File: src/dcio_defines.vh
`ifndef DCIO_DEFINES_VH
`define DCIO_DEFINES_VH
// input function modes
`define DCIO_MODE_DEFAULT   4'h0
`define DCIO_MODE_REV_PRE   4'h2
`define DCIO_MODE_UP_FF1    4'h4
`define DCIO_MODE_UP_EXT    4'h5
`define DCIO_MODE_REV_UPDN  4'h6
`define DCIO_MODE_PRE_EXT   4'h7
// analog ranges
`define DCIO_RANGE_0_10V    2'h0
`define DCIO_RANGE_0_20MA   2'h1
`define DCIO_RANGE_4_20_FLT 2'h2
`define DCIO_RANGE_4_20_FF1 2'h3
// stop mode
`define DCIO_STOP_COAST     1'b0
// fault code limits
`define DCIO_FAULT_MAX      4'hd
// timing
`define DCIO_CLK_HZ         25000000
`define DCIO_TICK_HZ        8
`define DCIO_TICK_DIV       (`DCIO_CLK_HZ / `DCIO_TICK_HZ)
`define DCIO_RUN_CYCLE_TICKS 16
`define DCIO_PAUSE_TICKS    16
`endif

File: src/dcio_tick_gen.v
`timescale 1ns/1ns
`include "dcio_defines.vh"
module dcio_tick_gen #(
  parameter DIV = `DCIO_TICK_DIV
)(
  // clock and reset
  input  wire sys_clk_i,
  input  wire nrst_i,
  // tick out
  output reg  tick_o
);
  reg [23:0] cnt;

  always @(posedge sys_clk_i or negedge nrst_i)
  begin
    if (!nrst_i)
    begin
      cnt    <= 24'h000000;
      tick_o <= 1'b0;
    end
    else if (cnt == DIV - 1)
    begin
      cnt    <= 24'h000000;
      tick_o <= 1'b1;
    end
    else
    begin
      cnt    <= cnt + 24'h000001;
      tick_o <= 1'b0;
    end
  end
endmodule // dcio_tick_gen

File: src/dcio_control.v
`timescale 1ns/1ns
`include "dcio_defines.vh"
module dcio_control #(
  parameter ADC_W    = 12,
  parameter TICK_DIV = `DCIO_TICK_DIV
)(
  // clock and reset
  input  wire             sys_clk_i,
  input  wire             nrst_i,
  // terminal pins
  input  wire             digital_input_one_i,
  input  wire             digital_input_two_i,
  input  wire             digital_input_three_i,
  input  wire             digital_input_four_i,
  // analog front end
  input  wire [ADC_W-1:0] analog_reference_input_i,
  input  wire             loop_below_3ma_i,
  // configuration
  input  wire [3:0]       input_mode_i,
  input  wire [1:0]       analog_range_i,
  input  wire [7:0]       analog_scale_i,
  input  wire             analog_invert_i,
  input  wire             stop_mode_i,
  // drive state
  input  wire             mains_present_i,
  input  wire             internal_power_supply_ok_i,
  input  wire             comm_fault_i,
  input  wire [3:0]       fault_code_i,
  input  wire             output_freq_zero_i,
  input  wire             dc_brake_i,
  // decoded functions
  output reg              forward_enable_o,
  output reg              reverse_enable_o,
  output reg              fixed_frequency_one_o,
  output reg  [1:0]       preset_frequency_select_o,
  output reg              speed_up_o,
  output reg              speed_down_o,
  output reg              external_fault_input_o,
  output reg              analog_mode_o,
  output reg  [ADC_W-1:0] analog_reference_o,
  output reg              loop_open_fault_o,
  output reg              loop_open_ff1_o,
  // relay and LEDs
  output reg              run_relay_o,
  output reg              run_led_green_o,
  output reg              status_led_red_o,
  output reg              code_led_red_o,
  output reg              code_led_yellow_o
);
  // display states
  localparam D_OFF   = 3'h0;
  localparam D_IDLE  = 3'h1;
  localparam D_RUN   = 3'h2;
  localparam D_UV    = 3'h3;
  localparam D_FAULT = 3'h4;
  localparam D_COMM  = 3'h5;
  localparam D_CODE  = 3'h6;
  localparam D_BRAKE = 3'h7;

  wire [3:0]  s2;
  reg  [3:0]  shown_code;
  reg         loop_s1;
  reg         loop_s2;
  wire        tick;
  reg  [2:0]  disp;
  reg  [2:0]  next_disp;
  reg  [4:0]  tcnt;
  reg  [4:0]  pulses;
  reg         in_pause;
  reg         fault_any;
  reg         enable;
  reg         relay_hold;
  reg  [ADC_W-1:0] a_inv;
  reg  [ADC_W+7:0] a_mul;
  reg         digital_mode;
  reg         ext_flt;

  dcio_tick_gen #(
    .DIV (TICK_DIV)
  ) u_tick (
    .sys_clk_i (sys_clk_i),
    .nrst_i    (nrst_i),
    .tick_o    (tick)
  );

  // two-stage synchronisers, identical per input
  genvar g;
  generate
    for (g = 0; g < 4; g = g + 1)
    begin : g_sync
      wire pin;
      reg  sa;
      reg  sb;
      assign pin = (g == 0) ? digital_input_one_i :
                   (g == 1) ? digital_input_two_i :
                   (g == 2) ? digital_input_three_i : digital_input_four_i;
      assign s2[g] = sb;
      always @(posedge sys_clk_i or negedge nrst_i)
      begin
        if (!nrst_i)
        begin
          sa <= 1'b0;
          sb <= 1'b0;
        end
        else
        begin
          sa <= pin;
          sb <= sa;
        end
      end
    end
  endgenerate

  always @(posedge sys_clk_i or negedge nrst_i)
  begin
    if (!nrst_i)
    begin
      loop_s1 <= 1'b0;
      loop_s2 <= 1'b0;
    end
    else
    begin
      loop_s1 <= loop_below_3ma_i;
      loop_s2 <= loop_s1;
    end
  end

  // input function decode
  always @*
  begin
    digital_mode = (input_mode_i == `DCIO_MODE_REV_PRE) ||
                   (input_mode_i == `DCIO_MODE_UP_FF1) ||
                   (input_mode_i == `DCIO_MODE_UP_EXT) ||
                   (input_mode_i == `DCIO_MODE_REV_UPDN) ||
                   (input_mode_i == `DCIO_MODE_PRE_EXT);
    ext_flt = ((input_mode_i == `DCIO_MODE_UP_EXT) ||
               (input_mode_i == `DCIO_MODE_PRE_EXT)) && s2[2];
    fault_any = (fault_code_i != 4'h0) || ext_flt || comm_fault_i ||
                (loop_s2 && (analog_range_i == `DCIO_RANGE_4_20_FLT));
    // term2 enables wherever it decodes as reverse, unlisted modes included
    enable = s2[0] || (!(input_mode_i == `DCIO_MODE_UP_FF1 ||
                         input_mode_i == `DCIO_MODE_UP_EXT ||
                         input_mode_i == `DCIO_MODE_PRE_EXT) && s2[1]);
    a_inv = analog_invert_i ? ~analog_reference_input_i
                            : analog_reference_input_i;
    a_mul = a_inv * analog_scale_i;
  end

  always @(posedge sys_clk_i or negedge nrst_i)
  begin
    if (!nrst_i)
    begin
      forward_enable_o          <= 1'b0;
      reverse_enable_o          <= 1'b0;
      fixed_frequency_one_o     <= 1'b0;
      preset_frequency_select_o <= 2'h0;
      speed_up_o                <= 1'b0;
      speed_down_o              <= 1'b0;
      external_fault_input_o    <= 1'b0;
      analog_mode_o             <= 1'b1;
      analog_reference_o        <= {ADC_W{1'b0}};
      loop_open_fault_o         <= 1'b0;
      loop_open_ff1_o           <= 1'b0;
    end
    else
    begin
      forward_enable_o          <= s2[0];
      reverse_enable_o          <= 1'b0;
      fixed_frequency_one_o     <= 1'b0;
      preset_frequency_select_o <= 2'h0;
      speed_up_o                <= 1'b0;
      speed_down_o              <= 1'b0;
      external_fault_input_o    <= ext_flt;
      analog_mode_o             <= ~digital_mode;
      case (input_mode_i)
        `DCIO_MODE_REV_PRE:
        begin
          reverse_enable_o          <= s2[1];
          preset_frequency_select_o <= {s2[3], s2[2]};
        end
        `DCIO_MODE_UP_FF1:
        begin
          speed_up_o            <= s2[1];
          fixed_frequency_one_o <= s2[2];
          speed_down_o          <= s2[3];
        end
        `DCIO_MODE_UP_EXT:
        begin
          speed_up_o   <= s2[1];
          speed_down_o <= s2[3];
        end
        `DCIO_MODE_REV_UPDN:
        begin
          reverse_enable_o <= s2[1];
          speed_up_o       <= s2[2];
          speed_down_o     <= s2[3];
        end
        `DCIO_MODE_PRE_EXT:
          preset_frequency_select_o <= {s2[3], s2[1]};
        default:
        begin
          reverse_enable_o      <= s2[1];
          fixed_frequency_one_o <= s2[2];
        end
      endcase
      // analog path, current ranges treated alike after conversion
      analog_reference_o <= digital_mode ? {ADC_W{1'b0}}
                                         : a_mul[ADC_W+6:7];
      loop_open_fault_o <= ~digital_mode && loop_s2 &&
                           (analog_range_i == `DCIO_RANGE_4_20_FLT);
      loop_open_ff1_o   <= ~digital_mode && loop_s2 &&
                           (analog_range_i == `DCIO_RANGE_4_20_FF1);
    end
  end

  // run relay
  always @(posedge sys_clk_i or negedge nrst_i)
  begin
    if (!nrst_i)
    begin
      run_relay_o <= 1'b0;
      relay_hold  <= 1'b0;
    end
    else if (fault_any)
    begin
      run_relay_o <= 1'b0;
      relay_hold  <= 1'b0;
    end
    else if (enable)
    begin
      run_relay_o <= 1'b1;
      relay_hold  <= 1'b1;
    end
    else if (stop_mode_i == `DCIO_STOP_COAST)
    begin
      run_relay_o <= 1'b0;
      relay_hold  <= 1'b0;
    end
    else if (relay_hold && output_freq_zero_i)
    begin
      run_relay_o <= 1'b0;
      relay_hold  <= 1'b0;
    end
  end

  // LED display state, supply loss first, then faults
  always @*
  begin
    if (!internal_power_supply_ok_i || !mains_present_i)
      next_disp = D_UV;
    else if (comm_fault_i)
      next_disp = D_COMM;
    else if (fault_code_i != 4'h0 && fault_code_i <= `DCIO_FAULT_MAX)
      next_disp = D_CODE;
    else if (fault_any)
      next_disp = D_FAULT;
    else if (dc_brake_i)
      next_disp = D_BRAKE;
    else if (enable)
      next_disp = D_RUN;
    else
      next_disp = D_IDLE;
  end

  always @(posedge sys_clk_i or negedge nrst_i)
  begin
    if (!nrst_i)
    begin
      disp       <= D_OFF;
      shown_code <= 4'h0;
      tcnt       <= 5'h00;
      pulses     <= 5'h00;
      in_pause   <= 1'b0;
    end
    else if (next_disp != disp || fault_code_i != shown_code)
    begin
      // a new code restarts the train so the count never overruns it
      disp       <= next_disp;
      shown_code <= fault_code_i;
      tcnt     <= 5'h00;
      pulses   <= 5'h00;
      in_pause <= 1'b0;
    end
    else if (tick)
    begin
      if (disp == D_CODE)
      begin
        if (in_pause)
        begin
          if (tcnt == `DCIO_PAUSE_TICKS - 1)
          begin
            tcnt     <= 5'h00;
            in_pause <= 1'b0;
          end
          else
            tcnt <= tcnt + 5'h01;
        end
        else if (tcnt == 5'h03)
        begin
          tcnt <= 5'h00;
          if (pulses + 5'h01 == {1'b0, fault_code_i})
          begin
            pulses   <= 5'h00;
            in_pause <= 1'b1;
          end
          else
            pulses <= pulses + 5'h01;
        end
        else
          tcnt <= tcnt + 5'h01;
      end
      else if (tcnt == `DCIO_RUN_CYCLE_TICKS - 1)
        tcnt <= 5'h00;
      else
        tcnt <= tcnt + 5'h01;
    end
  end

  // LED drive, one tick is 125 ms
  always @(posedge sys_clk_i or negedge nrst_i)
  begin
    if (!nrst_i)
    begin
      run_led_green_o   <= 1'b0;
      status_led_red_o  <= 1'b0;
      code_led_red_o    <= 1'b0;
      code_led_yellow_o <= 1'b0;
    end
    else
    begin
      run_led_green_o   <= 1'b0;
      status_led_red_o  <= 1'b0;
      code_led_red_o    <= 1'b0;
      code_led_yellow_o <= 1'b0;
      case (disp)
        D_IDLE:
          run_led_green_o <= (tcnt == 5'h00);
        D_RUN:
          run_led_green_o <= 1'b1;
        D_UV:
        begin
          status_led_red_o <= tcnt[1] == 1'b0;
          code_led_red_o   <= tcnt[1] == 1'b0;
        end
        D_COMM:
        begin
          status_led_red_o <= 1'b1;
          code_led_red_o   <= 1'b1;
        end
        D_FAULT:
        begin
          status_led_red_o <= 1'b1;
          code_led_red_o   <= 1'b1;
        end
        D_CODE:
        begin
          status_led_red_o <= 1'b1;
          code_led_red_o   <= ~in_pause && (tcnt[1] == 1'b0);
        end
        D_BRAKE:
          code_led_yellow_o <= 1'b1;
        default:
          run_led_green_o <= 1'b0;
      endcase
    end
  end
endmodule // dcio_control

File: config.mk
export PLATFORM = sky130hd
export DESIGN_NAME = dcio_control
export DESIGN_NICKNAME = d
export VERILOG_FILES = /design/src/dcio_tick_gen.v /design/src/dcio_control.v
export VERILOG_INCLUDE_DIRS = /design/src
export SDC_FILE = /design/constraint.sdc
export NUM_CORES = 1
export LEC_CHECK = 0
export ABC_AREA = 0
export ABC_CLOCK_PERIOD_IN_PS = 2900
export CORE_ASPECT_RATIO = 0.6
export CORE_MARGIN = 10
export CORE_UTILIZATION = 55
export DETAILED_ROUTE_END_ITERATION = 10
export DONT_BUFFER_PORTS = 1
export GPL_TIMING_DRIVEN = 0
export PLACE_DENSITY = 0.79
export SYNTH_ARGS = -nofsm -noshare
export SYNTH_HDL_FRONTEND = slang
export SYNTH_SLANG_ARGS = --single-unit
File: constraint.sdc
create_clock -name sys_clk_i -period 2.9 [get_ports sys_clk_i]
set_clock_uncertainty 0.05 [all_clocks]
set_input_delay 0.29 -clock sys_clk_i [delete_from_list [all_inputs] [get_ports sys_clk_i]]
set_output_delay 0.29 -clock sys_clk_i [all_outputs]
set_load 0.1 [all_outputs]
# Yosys cells after proc, flatten, opt, wreduce, memory -nomap -nowiden
# Index checks and enable logic that the tools add are counted.
classes:
  muxes: 42
  add_sub_neg: 3
  n_reduce_logical: 38
  multipliers: 1
  n_eq_ne: 22
  bitwise_logic: 4
  order_cmp: 1
op_table:
  columns: ["cell", "n"]
  rows:
  - ["$mux W5", 12]
  - ["$add A24 B1 Y24 const B", 1]
  - ["$eq A24 B22 Y1 const B", 1]
  - ["$mux W12", 2]
  - ["$mux W24", 1]
  - ["$mul A12 B8 Y19", 1]
  - ["$eq A4 B3 Y1 const B", 4]
  - ["$mux W1", 16]
  - ["$mux W3", 5]
  - ["$logic_or A1 B1 Y1", 13]
  - ["$eq A3 B3 Y1 const B", 4]
  - ["$not A12 Y12", 1]
  - ["$add A5 B1 Y5 const B", 2]
  - ["$logic_and A1 B1 Y1", 9]
  - ["$reduce_or A3 Y1", 3]
  - ["$eq A3 B2 Y1 const B", 2]
  - ["$pmux W1 S2", 3]
  - ["$reduce_bool A2 Y1", 3]
  - ["$eq A5 B2 Y1 const B", 1]
  - ["$eq A5 B4 Y1", 1]
  - ["$eq A5 B4 Y1 const B", 1]
  - ["$logic_not A5 Y1", 1]
  - ["$eq A2 B2 Y1 const B", 2]
  - ["$eq A4 B2 Y1 const B", 1]
  - ["16 further kinds", 21]
word_totals:
  elab_cells: 144
  regBits: 81
  out_inout_bits: 28
  input_bits: 44

# Logic depth before layout (Yosys ltp)
logic_depth:
  depth_word: 16
  depth_mapped: 19
  depth_no_buf: 18

# Hierarchy
# A second synthesis with hierarchy kept.
hier_totals:
  cells_unflattened: 682
  area_unflattened_um2: 6650.1
by_module_without_submodules:
  columns: ["mod", "instances", "cells_each", "area_each_um2"]
  rows:
  - ["dcio_control", 1, 560, 5415.2]
  - ["dcio_tick_gen", 1, 122, 1234.9]

# Least setup slack after synthesis
# Ideal clock, no wire load.
synth_path:
  kind: "input-to-reg"
  from: "input analog_invert_i"
  to: "register analog_reference_o[9]"
  t_required_ps: 2724
  stages: 17
  setup_ps: 126
  arrival_ps: 4881
  path_slack_ps: -2157
  path_cell_list: "buf_2 -> xor2_1 -> and2_1 -> fa_1 -> fa_1 -> fa_1 -> inv_1 -> fa_1 -> inv_1 -> ha_1 -> a21oi_1 -> nand2_1 -> o32ai_1 -> o21ai_0 -> a21oi_1 -> o21bai_1 -> mux2i_1"
synth_between:
  elab_chain_len: 3
synth_rtl:
  columns: ["item", "line", "rtl"]
  rows:
  - ["start: declaration", "dcio_control.v:22", "input wire analog_invert_i,"]
  - ["$mux W12", "dcio_control.v:144", "a_inv = analog_invert_i ? ~analog_reference_input_i"]
  - ["$mul A12 B8 Y19", "dcio_control.v:146", "a_mul = a_inv * analog_scale_i;"]
  - ["$mux W12", "dcio_control.v:207", "analog_reference_o <= digital_mode ? {ADC_W{1'b0}}"]
  - ["end signal: assignment", "dcio_control.v:161", "analog_reference_o <= {ADC_W{1'b0}};"]
  - ["end signal: assignment", "dcio_control.v:207", null]
  - ["end: declaration", "dcio_control.v:40", "output reg [ADC_W-1:0] analog_reference_o,"]
# No other way between the ends.
# A chain may end at the register's enable or synchronous reset.

# Worst setup path in the final report
layout_path:
  from: "input analog_invert_i"
  to: "register analog_reference_o[4]"
# Same word-level chain as after synthesis.

==> results.toml <==
[run_status]
status = "finished with violations"
violations = "negative setup slack"

[setup_path]
arrival_ns = 4.55
critPathKind = "input port to register"
timing.rr.end = "pulses[2]"
crit_top_cell = "fa_1"
start_kind = "input port"
critPathRequiredTime_ns = 3.03
crit_buf_inv = 6
r2r_slack_ns = 0.34
crit_family = "adder cells"
critPathMaxStageDelay_ns = 0.53
cp_max_fo = 5
crit_slowest_cell = "fa_1"
worst_r2r_path_depth = 7
cp_cell_sequence = "buf_16 -> xor2_4 -> and2_4 -> fa_1 -> fa_1 -> fa_1 -> inv_1 -> fa_1 -> inv_2 -> ha_4 -> a21oi_4 -> nand2_4 -> o32ai_4 -> buf_12 -> buf_4 -> inv_4 -> a21oi_2 -> xor2_1 -> nor2_1"
end_kind = "register"
r2r-start = "tcnt[1]"

[detailed_routing]
ant_nets = 0
drtPass1Iterations = 5
dr.first_iter.drc_count = 248
wl_per_cell_um = 17.8
routed_wl_um = 16000
via_count = 4941
drcViolationCount = 0
vias_per_cell = 5.48

[die]
start_util_pct = 56.8
fp.dieW_um = 160
num_io_pins = 72
core_um2 = 11400
num_rows = 30
die-area_um2 = 16700
die_h_um = 104

[global_route]
track_usage_pct = 18.4
grt_overflow_total = 0
grt_use_met3_pct = 6.72
grt_max_degree = 82
antenna_found_initial = 0
grt_pass1_wl_um = 25400
use_met2_pct = 29.6
grt_pass1_vias = 5100
top_usage_layer = "met2"
grtUsageMet1_pct = 23.7

[min_path]
hold_path_class = "input port to register"
hold-path-cell-count = 1
whs_endpoint = "shown_code[2]"
min_from = "fault_code_i[2]"

[sta]
setup_viol = 12
rsz0062_at_grt = "yes"
max_freq_mhz = 226
slew_headroom_pct = 37.8
hold_slack_ns = 0.00771
drv_slew = 0
setup-tns-final_ns = -15.66
min_period_over_period_pct = 152
worst_pin_slew_ns = 0.933
setup_slack_ns = -1.52
hold_viol_final = 0
fin_crit_ns = 4.42

[place]
portBuffers = 0
routabilityCongestion = 0.847
hpwlAfterDp_um = 11500

[final_layout]
fin_util_pct = 71.4
antennaDiodeCount = 0
finalNetCount = 879
seqCellArea_um2 = 2030
layout_common_cells = "dfrtp_1, inv_1, nand2_1, fa_1, nor2_1"
multi_input_area_um2 = 4600
layout_commonest_cell = "dfrtp_1"
area_delta_synth_final_pct = 25.7
layout-drive-gt1-share_pct = 23.1
nFillCells = 794

[logic_synthesis]
yosysUniqueCellTypes = 60
synth_seq_cells = 81
async_flop_share_pct = 100
ys.flop_type = "dfrtp_1"
synthCells = 671
syn_avg_cell_area_um2 = 9.66
ys.warnings.count = 0
syn-num-nets = 814
synth-edff-count = 0
seq_area_frac_synth_pct = 31.3
syn_area_um2 = 6480

[pwr]
p_leak_nw = 3.74
ir_worst_vdd_v = 0.000781
power_density_nw_per_um2 = 942

[cts]
cts_tree = "built"
clk_pin_slew_ns = 0.06
cts.sinks = 81
root_buffer = "clkbuf_16"
cts_buffer_depth = 2
ctsHtreeMaxLevel = 3
clk_latency_ns = 0.33
cts_buffers = 9

[flow_run]
max_cap_violations = 0
==> worst reg2reg max path, cell delays in order, from the launching register on <==
cell and delay, ns:
dfrtp_1 0.43, ha_1 0.25, or4b_2 0.62, nor2_1 0.25
nand2_1 0.26, nor3b_1 0.25, o21ai_0 0.11, a211oi_1 0.25
==> registers in the layout, summed over array words and instances, names as in the netlist, 3 cells and up <==
name,flops
analog_reference_o,12
disp,3
g_sync.sa,4
g_sync.sb,4
pulses,5
shown_code,4
tcnt,5
u_tick.cnt,24
==> layout make-up <==
class                           count  share of cell area [%]
Buffer                             21                    1.61
Sequential cell                    81                    24.9
Timing Repair Buffer               54                    6.79
Tap cell                          160                    2.46
Clock buffer                       11                    2.98
Multi-Input combinational cell    482                    56.4
Clock inverter                      5                   0.798
Inverter                           87                    4.04
==> where the power goes <==
part	internal [W]	switching [W]
sequential	0.00124	0.000746
combinational	0.00227	0.00228
clock	0.000696	0.000447
total	0.00421	0.00347
==> cell families (layout without fill, tap and decap cells) <==
logic type	Yosys count	after routing	share of synthesized area, %
AND/OR/NAND/NOR	256	256	20.9
buffers and inverters	108	178	6.62
adder cells (fa/ha/maj)	99	99	25.8
flip-flops	81	81	31.3
AO/OA/AOI/OAI	67	67	7.22
XOR/XNOR	57	57	7.70
multiplexers	3	3	0.502
==> layer usage <==
layer | up-vias | wire [um]
li1 | 2274 | -
met1 | 2487 | 6850
met2 | 166 | 7830
met3 | 14 | 1180
met4 | 0 | 150
met5 | - | 0
==> cell usage after synthesis, types with 6 or more instances <==
library cell	n	area share [%]
o21ai_0	10	0.77
and2_1	71	6.8
ha_1	41	7.9
nand2_1	58	3.4
nand3_1	15	1.2
xor2_1	34	4.6
clkbuf_1	15	0.87
fa_1	58	18
nor3b_1	6	0.69
nor3_1	8	0.62
inv_1	87	5.0
xnor2_1	23	3.1
nand4_1	10	0.96
a21oi_1	24	1.9
dfrtp_1	80	31
a21o_1	6	0.69
nor2_1	51	3.0
==> metrics by stage <==
| stage | cells | setup slack (ns) | cell area, um^2 | power [W] |
|---|---|---|---|---|
| 2_1_floorplan | 671 | -1.48 | 6890 | 0.00465 |
| 3_3_place_gp | 831 | -1.81 | 7090 | 0.00512 |
| 3_5_place_dp | 831 | -1.87 | 7090 | 0.00528 |
| 4_1_cts | 889 | -1.41 | 7940 | 0.00717 |
| 5_1_grt | 901 | -1.61 | 8150 | 0.00820 |
| 6_report | 901 | -1.52 | 8150 | 0.00768 |
==> worst max-delay path by stage <==
stage          cells after the start                      to  slack, ns             from
6_report                          19   analog_reference_o[4]      -1.52  analog_invert_i
2_1_floorplan                     17  analog_reference_o[11]      -1.48  analog_invert_i
3_3_place_gp                      17  analog_reference_o[11]      -1.81  analog_invert_i
4_1_cts                           18  analog_reference_o[11]      -1.41  analog_invert_i
3_5_place_dp                      16  analog_reference_o[11]      -1.87  analog_invert_i
5_1_grt                           19   analog_reference_o[4]      -1.61  analog_invert_i
==> what timing repair did <==
item / CTS / global route
setup buffers: 30 / 11
gates resized for setup: 29 / 28
pin swaps: 49 / 38
hold endpoints to repair: 91 / 1
setup endpoints to repair: 12 / 12
hold buffers: 11 / 1
cloned: 1 / 0
Power figures use the tool's default switching activity.
